## src/inc/dcp_map.vh

```
// constants for the disk controller command protocol block
// What this block does
// - command, execution, result phases in order
// - write allowed when direction 0, request 1
// - result read when direction and request 1
// - non-dma read raises interrupt per byte
// - select low status, high data register
// - cylinder values 0 through 76
// - length limit used only when size 00
// - stop after final sector number
// - gap length sets sync low bytes
// - head bit drives side select polarity
// - head settle 2 to 254 ms, step 2
// - head release 16 to 240 ms, step 16
// - density low fm, high mfm
// - multitrack continues to side 1 sector 1
// - step interval inverse, f is 1 ms
// - scan stride 1 contiguous, 2 alternate
// - nine command bytes, seven result bytes
// - direction 1 means device to host
// - auto execute after last byte, end after result
`ifndef DCP_MAP_VH
`define DCP_MAP_VH
// main status bit positions
`define DCP_MSR_BUSY 4
`define DCP_MSR_EXEC 5
`define DCP_MSR_DIR 6
`define DCP_MSR_REQ 7
// command and result byte counts, highest cylinder
`define DCP_CMD_BYTES 4'd9
`define DCP_RES_BYTES 4'd7
`define DCP_MAX_CYL 8'h4c
// byte turnaround time in ns and derived cycles
`define DCP_CLK_NS 10
`define DCP_TURN_NS 2000
`define DCP_TURN_CYC (`DCP_TURN_NS / `DCP_CLK_NS)
// timing units in ms and cycles per ms
`define DCP_MS_NS 1000000
`define DCP_MS_CYC (`DCP_MS_NS / `DCP_CLK_NS)
`define DCP_SETTLE_STEP_MS 2
`define DCP_RELEASE_STEP_MS 16
`define DCP_INVALID_ST0 8'h80
`endif

```

## src/hw/dcp_core.v

```verilog
// command phase sequencer and parameter decoder of the disk controller
`timescale 1ns/1ps
`include "dcp_map.vh"
module dcp_core #(
  parameter MS_CYC = `DCP_MS_CYC,
  parameter TURN_CYC = `DCP_TURN_CYC
) (
  input wire clock_i,
  input wire arst_n_i,
  input wire cs_n_i,
  input wire rd_n_i,
  input wire wr_n_i,
  input wire data_sel_i,
  input wire [7:0] data_i,
  output reg [7:0] data_o,
  output wire data_oe_o,
  output reg int_o,
  input wire non_dma_i,
  input wire drive_byte_i,
  input wire [7:0] drive_data_i,
  input wire exec_done_i,
  input wire [7:0] exec_st0_i,
  input wire [7:0] exec_st1_i,
  input wire [7:0] exec_st2_i,
  input wire [3:0] drive_busy_i,
  output reg [1:0] drive_select_lines_o,
  output reg head_select_bit_o,
  output reg density_select_o,
  output reg multitrack_enable_o,
  output reg [7:0] cylinder_o,
  output reg cylinder_bad_o,
  output reg [7:0] record_o,
  output reg [7:0] size_code_o,
  output reg [7:0] final_sector_number_o,
  output reg [7:0] gap_three_length_o,
  output reg [7:0] transfer_length_limit_o,
  output reg [15:0] sector_bytes_o,
  output reg [1:0] scan_sector_stride_o,
  output reg [31:0] head_settle_cyc_o,
  output reg [31:0] head_release_cyc_o,
  output reg [31:0] step_cyc_o,
  output reg exec_start_o,
  output reg exec_active_o
);
  // ****************************************
  // strobe synchronisation
  // ****************************************
  // strobes are qualified by chip select before synchronising; select
  // and data are levels; data is only looked at once a strobe is seen, select also by the output byte mux in every cycle without a read strobe
  wire rd_s;
  wire wr_s;
  reg rd_d;
  reg wr_d;
  dcp_sync u_rd (.clock_i(clock_i), .arst_n_i(arst_n_i),
    .async_i(~rd_n_i & ~cs_n_i), .sync_o(rd_s));
  dcp_sync u_wr (.clock_i(clock_i), .arst_n_i(arst_n_i),
    .async_i(~wr_n_i & ~cs_n_i), .sync_o(wr_s));
  wire rd_rise = rd_s & ~rd_d;
  wire wr_rise = wr_s & ~wr_d;
  // ****************************************
  // state and storage
  // ****************************************
  localparam S_IDLE = 4'b0001;
  localparam S_CMD = 4'b0010;
  localparam S_EXEC = 4'b0100;
  localparam S_RES = 4'b1000;
  reg [3:0] state;
  // cmd holds the raw bytes; the decode reads them only at the start
  // pulse, so a half-written next command never leaks to the outputs
  reg [7:0] cmd [0:8];
  reg [7:0] res [0:6];
  reg [3:0] idx;
  reg [3:0] need;
  reg [3:0] res_need;
  reg req;
  reg [15:0] turn;
  reg [7:0] rx_byte;
  reg rx_full;
  reg dir;
  // command bytes expected for an opcode
  function [3:0] cmd_len;
    input [4:0] op;
    begin
      case (op)
        5'h03: cmd_len = 4'd3;
        5'h04: cmd_len = 4'd2;
        5'h07: cmd_len = 4'd2;
        5'h08: cmd_len = 4'd1;
        5'h0f: cmd_len = 4'd3;
        5'h0d: cmd_len = 4'd6;
        5'h0a: cmd_len = 4'd2;
        default: cmd_len = `DCP_CMD_BYTES;
      endcase
    end
  endfunction
  // result bytes returned for an opcode
  function [3:0] res_len;
    input [4:0] op;
    begin
      case (op)
        // seek and recalibrate have no result; sense interrupt reports
        5'h03: res_len = 4'd0;
        5'h0f: res_len = 4'd0;
        5'h07: res_len = 4'd0;
        5'h04: res_len = 4'd1;
        5'h08: res_len = 4'd2;
        default: res_len = `DCP_RES_BYTES;
      endcase
    end
  endfunction
  // opcodes that are recognised
  function known;
    input [4:0] op;
    begin
      case (op)
        5'h02, 5'h03, 5'h04, 5'h05, 5'h06, 5'h07, 5'h08, 5'h09,
        5'h0a, 5'h0c, 5'h0d, 5'h0f, 5'h11, 5'h19, 5'h1d: known = 1'b1;
        // anything else answers with the invalid status byte
        default: known = 1'b0;
      endcase
    end
  endfunction
  // ****************************************
  // host side bus
  // ****************************************
  // direction bit shows transfer way
  wire [7:0] msr = {req, dir, exec_active_o & non_dma_i,
    state != S_IDLE, drive_busy_i};
  assign data_oe_o = ~cs_n_i & ~rd_n_i;
  // output byte is registered; sampled from live state each cycle without a read strobe
  // select routes status or data
  always @(posedge clock_i or negedge arst_n_i) begin
    if (!arst_n_i) begin
      data_o <= 8'h00;
    end else if (rd_s) begin
      // frozen under the read strobe, because the result index moves on
      // at the strobe's start and the host must still see the old byte
      data_o <= data_o;
    end else if (!data_sel_i) begin
      data_o <= msr;
    end else if (state == S_RES) begin
      data_o <= res[idx[2:0]];
    end else begin
      data_o <= rx_byte;
    end
  end
  // ****************************************
  // phase sequencer
  // ****************************************
  // phases advance idle, command, execute, result
  always @(posedge clock_i or negedge arst_n_i) begin
    if (!arst_n_i) begin
      state <= S_IDLE;
      idx <= 4'h0;
      need <= 4'h0;
      res_need <= 4'h0;
      req <= 1'b1;
      dir <= 1'b0;
      turn <= 16'h0000;
      rd_d <= 1'b0;
      wr_d <= 1'b0;
      int_o <= 1'b0;
      rx_byte <= 8'h00;
      rx_full <= 1'b0;
      exec_start_o <= 1'b0;
      exec_active_o <= 1'b0;
      cmd[0] <= 8'h00; cmd[1] <= 8'h00; cmd[2] <= 8'h00;
      cmd[3] <= 8'h00; cmd[4] <= 8'h00; cmd[5] <= 8'h00;
      cmd[6] <= 8'h00; cmd[7] <= 8'h00; cmd[8] <= 8'h00;
      res[0] <= 8'h00; res[1] <= 8'h00; res[2] <= 8'h00;
      res[3] <= 8'h00; res[4] <= 8'h00; res[5] <= 8'h00;
      res[6] <= 8'h00;
    end else begin
      rd_d <= rd_s;
      wr_d <= wr_s;
      exec_start_o <= 1'b0;
      // turn counts the quiet time after each host byte, long enough
      // for the host's own status poll to see the request low first
      // request returns after the turnaround
      if (turn != 16'h0000) begin
        turn <= turn - 16'h0001;
        if (turn == 16'h0001 && state != S_EXEC) begin
          req <= 1'b1;
        end
      end
      case (state)
        S_IDLE, S_CMD: begin
          // refused bytes are dropped silently; the status shows why
          // byte taken only with direction 0
          if (wr_rise && data_sel_i && req && !dir) begin
            cmd[idx] <= data_i;
            req <= 1'b0;
            turn <= TURN_CYC[15:0];
            if (state == S_IDLE && !known(data_i[4:0])) begin
              // unknown opcode answers one invalid status byte
              res[0] <= `DCP_INVALID_ST0;
              res_need <= 4'd1;
              idx <= 4'h0;
              dir <= 1'b1;
              state <= S_RES;
            end else if (state == S_IDLE) begin
              need <= cmd_len(data_i[4:0]);
              res_need <= res_len(data_i[4:0]);
              if (cmd_len(data_i[4:0]) == 4'd1) begin
                idx <= 4'h0;
                state <= S_EXEC;
                exec_start_o <= 1'b1;
                exec_active_o <= 1'b1;
              end else begin
                idx <= 4'h1;
                state <= S_CMD;
              end
            end else if (idx + 4'h1 == need) begin
              idx <= 4'h0;
              state <= S_EXEC;
              exec_start_o <= 1'b1;
              exec_active_o <= 1'b1;
            end else begin
              idx <= idx + 4'h1;
            end
          end
        end
        S_EXEC: begin
          // request stays low until a drive byte is there to be taken
          // each drive byte in non-dma mode raises the interrupt
          if (non_dma_i && drive_byte_i) begin
            rx_byte <= drive_data_i;
            rx_full <= 1'b1;
            int_o <= 1'b1;
            req <= 1'b1;
            dir <= 1'b1;
          end else if (rx_full && data_sel_i && (rd_rise || wr_rise)) begin
            // the data strobe takes the byte; request returns only with
            // the next one or at termination, so a polling host cannot take it twice
            int_o <= 1'b0;
            rx_full <= 1'b0;
            req <= 1'b0;
          end
          if (exec_done_i) begin
            res[0] <= exec_st0_i;
            res[1] <= exec_st1_i;
            res[2] <= exec_st2_i;
            res[3] <= cylinder_o;
            res[4] <= {7'h00, head_select_bit_o};
            res[5] <= record_o;
            res[6] <= size_code_o;
            exec_active_o <= 1'b0;
            // a byte the host never took is dropped with the command
            rx_full <= 1'b0;
            idx <= 4'h0;
            // termination raises the interrupt for the result phase
            int_o <= (res_need != 4'h0);
            if (res_need == 4'h0) begin
              state <= S_IDLE;
              req <= 1'b1;
              dir <= 1'b0;
            end else begin
              state <= S_RES;
              req <= 1'b1;
              dir <= 1'b1;
            end
          end
        end
        S_RES: begin
          // result byte leaves with direction and request 1
          if (rd_rise && data_sel_i && req && dir) begin
            int_o <= 1'b0;
            req <= 1'b0;
            turn <= TURN_CYC[15:0];
            if (idx + 4'h1 == res_need) begin
              idx <= 4'h0;
              dir <= 1'b0;
              state <= S_IDLE;
            end else begin
              idx <= idx + 4'h1;
            end
          end
        end
        default: state <= S_IDLE;
      endcase
    end
  end
  // ****************************************
  // parameter decode
  // ****************************************
  // fields are decoded once execution starts; held until the next one
  // specify only touches the timing outputs and leaves the rest alone
  // timing products are 32 bits; the longest settle count still fits
  always @(posedge clock_i or negedge arst_n_i) begin
    if (!arst_n_i) begin
      drive_select_lines_o <= 2'b00;
      head_select_bit_o <= 1'b0;
      density_select_o <= 1'b0;
      multitrack_enable_o <= 1'b0;
      cylinder_o <= 8'h00;
      cylinder_bad_o <= 1'b0;
      record_o <= 8'h00;
      size_code_o <= 8'h00;
      final_sector_number_o <= 8'h00;
      gap_three_length_o <= 8'h00;
      transfer_length_limit_o <= 8'h00;
      sector_bytes_o <= 16'h0000;
      scan_sector_stride_o <= 2'b01;
      head_settle_cyc_o <= 32'h00000000;
      head_release_cyc_o <= 32'h00000000;
      step_cyc_o <= 32'h00000000;
    end else if (exec_start_o && cmd[0][4:0] == 5'h03) begin
      step_cyc_o <= (32'h00000010 - {28'h0, cmd[1][7:4]}) * MS_CYC;
      // release delay in 16 ms units
      head_release_cyc_o <= {28'h0, cmd[1][3:0]} *
        `DCP_RELEASE_STEP_MS * MS_CYC;
      // settle delay in 2 ms units
      head_settle_cyc_o <= {25'h0, cmd[2][7:1]} *
        `DCP_SETTLE_STEP_MS * MS_CYC;
    end else if (exec_start_o) begin
      drive_select_lines_o <= cmd[1][1:0];
      head_select_bit_o <= cmd[1][2];
      // density bit low fm high mfm
      density_select_o <= cmd[0][6];
      // multitrack flag for side 1 continuation
      multitrack_enable_o <= cmd[0][7];
      cylinder_o <= cmd[2];
      cylinder_bad_o <= (cmd[2] > `DCP_MAX_CYL);
      record_o <= cmd[4];
      size_code_o <= cmd[5];
      final_sector_number_o <= cmd[6];
      // gap length for sync low time
      gap_three_length_o <= cmd[7];
      // length limit only for size code 00
      transfer_length_limit_o <= cmd[8];
      sector_bytes_o <= (cmd[5] == 8'h00) ? {8'h00, cmd[8]} :
        (16'h0080 << cmd[5][2:0]);
      scan_sector_stride_o <= (cmd[8] == 8'h02) ? 2'b10 : 2'b01;
    end
  end
endmodule

```

## src/hw/dcp_sync.v

```verilog
// three-flop input synchroniser with agreement filter
`timescale 1ns/1ps
module dcp_sync (
  input wire clock_i,
  input wire arst_n_i,
  input wire async_i,
  output reg sync_o
);
  reg s1;
  reg s2;
  reg s3;
  // first flop only feeds the second
  always @(posedge clock_i or negedge arst_n_i) begin
    if (!arst_n_i) begin
      s1 <= 1'b0;
      s2 <= 1'b0;
      s3 <= 1'b0;
      sync_o <= 1'b0;
    end else begin
      s1 <= async_i;
      s2 <= s1;
      s3 <= s2;
      if (s2 == s3) begin
        sync_o <= s3;
      end
    end
  end
endmodule

```

## config.mk

```make
export PLATFORM = sky130hd
export DESIGN_NAME = dcp_core
export DESIGN_NICKNAME = d
export VERILOG_FILES = /design/src/hw/dcp_core.v /design/src/hw/dcp_sync.v
export VERILOG_INCLUDE_DIRS = /design/src /design/src/inc
export SDC_FILE = /design/constraint.sdc
export NUM_CORES = 1
export LEC_CHECK = 0
export BUFFER_PORTS_ARGS = -buffer_cell sky130_fd_sc_hd__buf_2
export CORE_ASPECT_RATIO = 0.5
export CORE_MARGIN = 8
export CORE_UTILIZATION = 58
export DETAILED_ROUTE_END_ITERATION = 12
export PLACE_DENSITY = 0.81
export SLEW_MARGIN = 10
export SYNTH_ARGS = -nofsm -noshare
export SYNTH_HDL_FRONTEND = slang
export SYNTH_SLANG_ARGS = --single-unit
```

## constraint.sdc

```tcl
create_clock -name clock_i -period 4.4 [get_ports clock_i]
set_input_delay 0 -clock clock_i [delete_from_list [all_inputs] [get_ports clock_i]]
set_output_delay 0 -clock clock_i [all_outputs]
set_load 0.01 [all_outputs]
```

-- Word-level counts from Yosys, hierarchy flattened
Memory sizes are Yosys's and may differ from the RTL's.
Cells that the tools add are included.
- register bits: 321
- output and inout bits: 180
- memories: 1
- bits in read-only memories: 32
- memories (name ; depth ; bits a word ; read ports ; clocked after memory_dff ; write ports ; line ; RTL):
    (no name shown) ; 32 ; 1 ; 1 ; 0 ; 0 ; dcp_core.v:115 ; case (op)
- eq/ne operators: 32
- muxes and demuxes: 82
- bitwise logic cells: 14
- multipliers: 3
- shift-type cells: 1
- $lt $le $gt $ge: 4
- reductions and logical operators: 42
- add/subtract/negate cells: 3
- operators by type and width (operator ; count):
    $mux 4 ; 21
    $bwmux 72 ; 1
    $mux 16 ; 4
    $mux 56 ; 1
    $mux 8 ; 7
    $mux 1 ; 34
    $demux 8 s4 ; 1
    $mul 32x12->27 const B ; 1
    $pmux 16 s2 ; 1
    $bmux 8 s3 ; 1
    $pmux 4 s3 ; 2
    $eq 5x4->1 const B ; 4
    $mul 7x12->19 const B ; 1
    $eq 16x1->1 const B ; 1
    $mul 4x12->16 const B ; 1
    $pmux 4 s4 ; 1
    $pmux 8 s2 ; 1
    $reduce_bool 16->1 ; 1
    $shl 8x3->16 const A ; 1
    $sub 16x1->16 const B ; 1
    $logic_and 1x1->1 ; 13
    $reduce_and 4->1 ; 3
    $reduce_and 6->1 ; 2
    $eq 5x2->1 const B ; 2
    other kinds (41) ; 75

-- Logic depth before layout (Yosys ltp)
Gate-level depths: netlist of run 1.
- word-level depth: 18
- depth in mapped cells: 18

-- Hierarchy
From an unflattened synthesis of run 1, not the netlist that was laid out.
- cells, all modules: 1460
- area, all modules: 15656.3 um^2
- modules (own cells, without submodules) (module ; area an instance (um^2) ; seq. area each (um^2) ; instances ; cells an instance):
    dcp_core ; 15433.6 ; 7310.8 ; 1 ; 1450
    dcp_sync ; 111.4 ; 100.1 ; 2 ; 5

-- Worst setup path before layout of run 1
OpenSTA, ideal clock, no wires.
- kind: register to register
- from: register cmd[60] in the netlist's numbering
- to: register step_cyc_o[21]
- stages on the path, launching flop included: 17
- data arrival time: 3.914 ns
- setup time: 0.123 ns
- buffers on the path: 0
- period minus slack after synthesis: 4.038 ns
- required time: 4.277 ns
- path slack: 0.362 ns
- cells stage by stage: dfrtp_1 -> inv_1 -> ha_1 -> xnor2_1 -> ha_1 -> ha_1 -> ha_1 -> inv_1 -> fa_1 -> inv_1 -> ha_1 -> a21o_1 -> a21oi_1 -> o21a_1 -> nor3_1 -> mux2i_1 -> nand2_1
- word-level cells in the longest chain between the ends: 2
- ends and longest elaborated chain (item ; line ; RTL):
    from (decl) ; dcp_core.v:70 ; reg [7:0] cmd [0:8];
    from (signal, indexed assignment) ; dcp_core.v:191 ; cmd[idx] <= data_i;
    $sub 5x4->6 ; dcp_core.v:308 ; step_cyc_o <= (32'h00000010 - {28'h0, cmd[1][7:4]}) * MS_CYC;
    $mul 32x12->27 ; dcp_core.v:308 ;
    to (signal assigned) ; dcp_core.v:308 ;
    to (decl) ; dcp_core.v:41 ; output reg [31:0] step_cyc_o,
Every way passes these cells.
A chain may end at the register's enable or synchronous reset.

-- Final worst setup path of run 1
- from: register cmd[61] in the netlist's numbering
- to: register step_cyc_o[20]
The elaborated chain is that of the path after synthesis.

==> run summary, run 1 <==
post-synth top area share = 47.2%
R2R Path Start = cmd[61]$_DFFE_PN0P_
Worst Path Arrival = 4520 ps
register-to-register setup slack = 310 ps
Routed Antenna Nets = 0
PwrDens = 388 nW/µm²
Critical R2R Capture = step_cyc_o[20]$_DFFE_PN0P_
mapped cell area = 15800 µm²
top post-synthesis cells by area = dfrtp_1, ha_1, mux2_2
Seq/Total Area, Yosys = 47.7%
Final Critical Period = 4090 ps
final core occ = 69.1%
vias post-DR = 12080
area of the multi-input gates = 7650 µm²
total gr overflow = 0
detailed-route DRC error count = 0
Tcrit/Tclk final = 93.0%
Crit Path Class = flop to flop
P&R area growth vs syn = 16.6%
synthesized area per cell = 10.6 µm²
count of pins over their slew limit = 0
Synth Register Bits = 300
endpoints failing hold = 0
Clock transition at path regs = 80 ps
FF-to-FF path depth = 15
YS warnings = 0
GP Congestion = 0.911
WL/cell = 19.9 µm
first-pass GRT wire length = 66600 µm
largest net degree at the start of global routing = 112
CTS tree = built
Layout Skew = 14.6 ps
initial detailed-routing violation count = 798
Max Freq = 244 MHz
Synth cell types = 72
Die W = 249 µm
clk_lat worst skew = 570 ps
initial antenna violation count = 3
CP Capture Type = flop
peak supply drop = 0.290 mV
RSZ-0062 raised after global routing = no
Global Route Usage Sum = 24.4%
proportion of layout cells with a drive suffix above 1 = 23.1%
DP Wirelength = 28300 µm
Post-CTS Setup Bufs = 0
FILL cells = 1939
die area = 33000 µm²
asr flop ratio synth = 100%
worst path required time = 4830 ps
Syn Inst Count = 1490
# nets final = 1887
area of the core = 26600 µm²
sequential cell area = 7510 µm²
Placed Area = 16800 µm²
max capacitance violation total = 0
TNS Setup = 0 ps
final wirelength = 41500 µm
endpoints failing setup = 0
worst slew pin tran = 1060 ps
row cnt = 42
Top FF cell, synth = dfrtp_1
largest fanout on the critical path = 4
CTS H-tree lvls = 1
Final Cell Area = 18400 µm²
status = complete, no violations
vias per inst = 5.80
CTS Buf Count = 27
Die Y = 133 µm
EDFF count, synth = 0
Root Buffer = clkbuf_16
number of global-route vias before repair = 12530
Boundary Pins = 233
DR pass1 iterations = 6
clock sinks = 300
I/O Buffers = 189
crit start category = flop
Hold Crit Class = input port to asynchronous set/reset pin
Initial Util = 59.2%
Max-slew headroom = 29.6%
total power = 7120 µW
leakage power = 0.00975 µW
Longest Clk Path Bufs = 3
Synth area leader = dfrtp_1
-- placed cells by master (no fill, tap or decap), types with 5 or more instances in the layout --
| cell type | n |
|---|---|
| o21ai_0 | 76 |
| buf_2 | 188 |
| dfrtp_1 | 297 |
| and3_1 | 7 |
| nand2_2 | 5 |
| clkbuf_16 | 27 |
| bufinv_16 | 5 |
| nor4_1 | 11 |
| nand2_1 | 269 |
| a22oi_1 | 12 |
| dlygate4sd3_1 | 53 |
| nand2b_1 | 10 |
| a21o_1 | 8 |
| nor2b_1 | 12 |
| conb_1 | 43 |
| or3_1 | 8 |
| o211ai_1 | 7 |
| nand3_1 | 11 |
| buf_4 | 11 |
| o21a_1 | 7 |
| inv_1 | 55 |
| mux4_2 | 8 |
| a22o_1 | 16 |
| mux2_2 | 117 |
| xor2_1 | 24 |
| a31oi_1 | 7 |
| xnor2_1 | 30 |
| nor3b_1 | 6 |
| a211oi_1 | 17 |
| nor2_1 | 61 |
| ha_1 | 116 |
| mux2i_1 | 9 |
| a21oi_1 | 56 |
| nor3_1 | 18 |
| fa_1 | 11 |
| o31ai_1 | 11 |
-- logic make-up (layout without fill, tap and decap cells) --
group | count (synthesis) | after routing | synth area share, %
compound gates | 248 | 248 | 9.95
xor+xnor | 56 | 56 | 3.11
fa+ha+maj | 129 | 129 | 10.7
buf+inv | 163 | 359 | 4.98
flops | 300 | 300 | 47.7
mux | 135 | 135 | 10.2
other cells | 1 | 46 | 0.0238
simple gates | 458 | 458 | 13.3
-- metal layers --
layer | up-vias | global-route usage, % | share of wire (%)
met5 | - | 0 | 0
met4 | 0 | 9.65 | 3.7
met3 | 123 | 4.44 | 5.5
met2 | 413 | 42.7 | 50
met1 | 6023 | 29.9 | 41
li1 | 5521 | - | -
-- report_power, final --
group | internal, µW | switching [µW] | leakage [µW]
logic | 591 | 829 | 0.00518
registers | 2890 | 223 | 0.00411
clock network | 1450 | 1140 | 0.000459
-- timing repair --
action / 4_1_cts / 5_1_grt
hold endpoints to repair: 179 / 0
resized for setup: 0 / 4
hold buffers: 53 / 0
endpoints found under the setup margin: 0 / 5
-- registers in the layout, indices dropped and copies added (netlist names), 15 cells and up --
name and count:
cmd 63, head_settle_cyc_o 19, res 49, step_cyc_o 19
turn 16, sector_bytes_o 15, head_release_cyc_o 16
-- metrics by stage --
step | instances | worst slack (ps) | hold slack, ps
final | 2083 | 307 | 60.5
after global routing | 2083 | 10.9 | 62.8
after CTS | 2080 | 191 | 45.8
after detailed placement | 1977 | 193 | 84.4
after global placement | 1977 | 423 | 70.6
after floorplan | 1532 | 362 | -296
-- area by class of cell --
class	count	area share (%)
clock inverter	20	1.49
antenna	3	0.0409
timing repair buffer	254	8.65
multi-input combinational	1069	41.6
sequential	300	40.9
inverter	55	1.12
clock buffer	30	3.74
tap	352	2.40
-- worst max-delay path, stage by stage, from the launching register on --
cell	delay (ps)
dfrtp_1	400
inv_1	90
ha_1	230
xnor2_2	250
ha_1	300
ha_1	340
ha_1	280
inv_1	50
fa_1	530
fa_1	480
nor2b_1	130
o21a_1	140
o21ai_0	180
a211oi_1	330
xnor2_1	150
o21ai_0	90
-- Yosys cell counts, drive strengths merged, types with 4 or more instances --
| cell type | number |
|---|---|
| nand3 | 11 |
| nor4b | 5 |
| a22o | 16 |
| a211oi | 18 |
| clkbuf | 49 |
| a31oi | 7 |
| nor2b | 12 |
| nand2b | 12 |
| nor4 | 11 |
| o21bai | 4 |
| ha | 116 |
| dfrtp | 297 |
| mux2i | 9 |
| nor3b | 8 |
| nand2 | 274 |
| and2 | 5 |
| nor2 | 63 |
| or3 | 8 |
| xnor2 | 32 |
| a22oi | 12 |
| o21ai | 77 |
| nand3b | 4 |
| o31ai | 11 |
| nand4 | 4 |
| mux4 | 8 |
| o211ai | 7 |
| and4b | 4 |
| and3 | 7 |
| buf | 59 |
| fa | 11 |
| a21o | 8 |
| inv | 55 |
| nor3 | 20 |
| a21oi | 56 |
| o21a | 7 |
| mux2 | 118 |
| xor2 | 24 |
-- worst max-delay path by stage --
stage | start | end | slack, ps | depth (start not counted)
after floorplan | cmd[60]$_DFFE_PN0P_ | step_cyc_o[21]$_DFFE_PN0P_ | 360 | 16
after global placement | cmd[61]$_DFFE_PN0P_ | step_cyc_o[17]$_DFFE_PN0P_ | 420 | 17
after detailed placement | cmd[61]$_DFFE_PN0P_ | step_cyc_o[17]$_DFFE_PN0P_ | 190 | 17
after CTS | cmd[61]$_DFFE_PN0P_ | step_cyc_o[22]$_DFFE_PN0P_ | 190 | 18
after global routing | cmd[61]$_DFFE_PN0P_ | step_cyc_o[20]$_DFFE_PN0P_ | 10 | 15
final | cmd[61]$_DFFE_PN0P_ | step_cyc_o[20]$_DFFE_PN0P_ | 310 | 15
Note: power is estimated with default switching activity, not from simulation.
==> run 2: changes to the inputs <==
--- a/config.mk
+++ b/config.mk
@@ -10,6 +10,7 @@
 export CORE_ASPECT_RATIO = 0.5
 export CORE_MARGIN = 8
 export CORE_UTILIZATION = 58
+export CTS_BUF_LIST = sky130_fd_sc_hd__clkbuf_16
 export DETAILED_ROUTE_END_ITERATION = 12
 export PLACE_DENSITY = 0.81
 export SLEW_MARGIN = 10
==> run summary, run 2 (synthesized netlist as in run 1, its figures left out) <==
Longest Clk Path Bufs = 3 (unchanged)
largest registers = cmd: 63 flops, res: 49 flops (unchanged)
Die Y = 133 µm (unchanged)
Layout Skew = 15.0 ps (was 14.6 ps)
# nets final = 1887 (unchanged)
FILL cells = 1939 (unchanged)
final wirelength = 41500 µm (about the same)
vias post-DR = 12077 (was 12080)
sequential cell area = 7510 µm² (unchanged)
total gr overflow = 0 (unchanged)
largest net degree at the start of global routing = 112 (unchanged)
status = complete, no violations (unchanged)
CTS tree = built (unchanged)
leakage power = 0.00976 µW (was 0.00975 µW)
clk_lat worst skew = 570 ps (about the same)
row cnt = 42 (unchanged)
GP Congestion = 0.911 (unchanged)
detailed-route DRC error count = 0 (unchanged)
worst slew pin tran = 1050 ps (was 1060 ps)
Die W = 249 µm (unchanged)
clock sinks = 300 (unchanged)
CP peak stage delay = 530 ps (about the same)
area of the core = 26600 µm² (unchanged)
vias per inst = 5.80 (about the same)
Worst Path Arrival = 4530 ps (was 4520 ps)
Max Freq = 244 MHz (about the same)
initial detailed-routing violation count = 791 (was 798)
Routed Antenna Nets = 0 (unchanged)
crit start category = flop (unchanged)
Global Route Usage Sum = 24.4% (about the same)
Max-slew headroom = 29.7% (was 29.6%)
Final Critical Period = 4100 ps (was 4090 ps)
max reg flops = 63 (unchanged)
most common cell after layout, fill and taps aside = dfrtp_1 (unchanged)
Tcrit/Tclk final = 93.2% (was 93.0%)
RSZ-0062 raised after global routing = no (unchanged)
I/O Buffers = 189 (unchanged)
Crit Path Class = flop to flop (unchanged)
crit path buf inv count = 2 (unchanged)
Hold Crit Class = input port to asynchronous set/reset pin (unchanged)
CP Capture Type = flop (unchanged)
Biggest register = cmd (unchanged)
P&R area growth vs syn = 16.6% (unchanged)
worst-path cell chain = inv_1 -> ha_1 -> xnor2_2 -> ha_1 -> ha_1 -> ha_1 -> inv_1 -> fa_1 -> fa_1 -> nor2b_1 -> o21a_1 -> o21ai_0 -> a211oi_1 -> xnor2_1 -> o21ai_0 (unchanged)
die area = 33000 µm² (unchanged)
CTS Buf Count = 27 (unchanged)
commonest non-fill, non-tap cells in the layout = dfrtp_1, nand2_1, buf_2 (unchanged)
first-pass GRT wire length = 66600 µm (about the same)
DR pass1 iterations = 5 (was 6)
Inst Count DP = 1977 (unchanged)
most used cell, CP = ha_1 (unchanged)
Top delay family on crit path = adder cells (unchanged)
count of pins over their slew limit = 0 (unchanged)
Initial Util = 59.2% (unchanged)
PwrDens = 387 nW/µm² (was 388 nW/µm²)
TNS Setup = 0 ps (unchanged)
initial antenna violation count = 3 (unchanged)
worst path required time = 4830 ps (about the same)
DP Wirelength = 28300 µm (unchanged)
peak supply drop = 0.291 mV (was 0.290 mV)
number of global-route vias before repair = 12529 (was 12530)
area of the multi-input gates = 7650 µm² (unchanged)
endpoints failing setup = 0 (unchanged)
CTS H-tree lvls = 1 (unchanged)
proportion of layout cells with a drive suffix above 1 = 23.1% (unchanged)
Non-Filler Instances = 2083 (unchanged)
endpoints failing hold = 0 (unchanged)
WL/cell = 19.9 µm (about the same)
Boundary Pins = 233 (unchanged)
slowest cell on the critical path = fa_1 (unchanged)
largest fanout on the critical path = 4 (unchanged)
max capacitance violation total = 0 (unchanged)
Clock transition at path regs = 80 ps (about the same)
Root Buffer = clkbuf_16 (unchanged)
run 2: cell types whose count changed in the layout (fill, tap and decap cells not counted), sizes merged:
cell | previous run | this run
clkbuf | 30 | 27
inv | 58 | 61
run 2: layout make-up:
cell class                 instances  share of cell area, %
clock inverter                    23                   1.55
tap                              352                   2.40
antenna                            3                 0.0409
inverter                          55                   1.12
clock buffer                      27                   3.68
timing repair buffer             254                   8.65
multi-input combinational       1069                   41.6
sequential                       300                   40.9
run 2: where the power goes:
part | switching (µW) | internal (µW)
registers | 224 | 2890
logic | 827 | 591
clock network | 1140 | 1440
run 2: through the flow:
step	power [µW]	hold WS, ps	setup slack [ps]	cell area, µm²	util (%)
2_1_floorplan	4140	-296	362	15900	-
3_3_place_gp	4430	70.6	423	16800	63.3
3_5_place_dp	4510	84.4	193	16800	63.3
4_1_cts	7120	45.8	191	18300	68.9
5_1_grt	7440	62.8	10.9	18400	69.1
6_report	7110	61.6	300	18400	69.1
run 2: final timing paths:
kind                                      from  cells past startpoint                               end  slack [ps]
setup / recovery           cmd[61]$_DFFE_PN0P_                     15        step_cyc_o[20]$_DFFE_PN0P_         300
setup reg to reg           cmd[61]$_DFFE_PN0P_                     15        step_cyc_o[20]$_DFFE_PN0P_         300
min in group clock_i                 data_i[3]                      2               cmd[27]$_DFFE_PN0P_          70
hold reg to reg              u_wr.s1$_DFF_PN0_                      0                 u_wr.s2$_DFF_PN0_         360
hold / removal                        arst_n_i                      2  head_settle_cyc_o[6]$_DFFE_PN0P_          60
max in group asynchronous             arst_n_i                      3           res_need[1]$_DFFE_PN0P_        3050
run 2: repair_timing:
| item | 4_1_cts | 5_1_grt |
|---|---|---|
| gates resized for setup | 0 | 4 |
| setup buffers | 0 | 0 |
| endpoints found under the hold margin | 179 | 0 |
| endpoints found under the setup margin | 0 | 5 |
| hold buffers | 53 | 0 |
run 2: per-layer routing:
layer / share of wire (%) / track usage [%] / vias to the layer above
li1: - / - / 5523
met1: 41 / 29.9 / 6016
met2: 50 / 42.7 / 407
met3: 5.2 / 4.44 / 131
met4: 3.8 / 9.65 / 0
met5: 0 / 0 / -
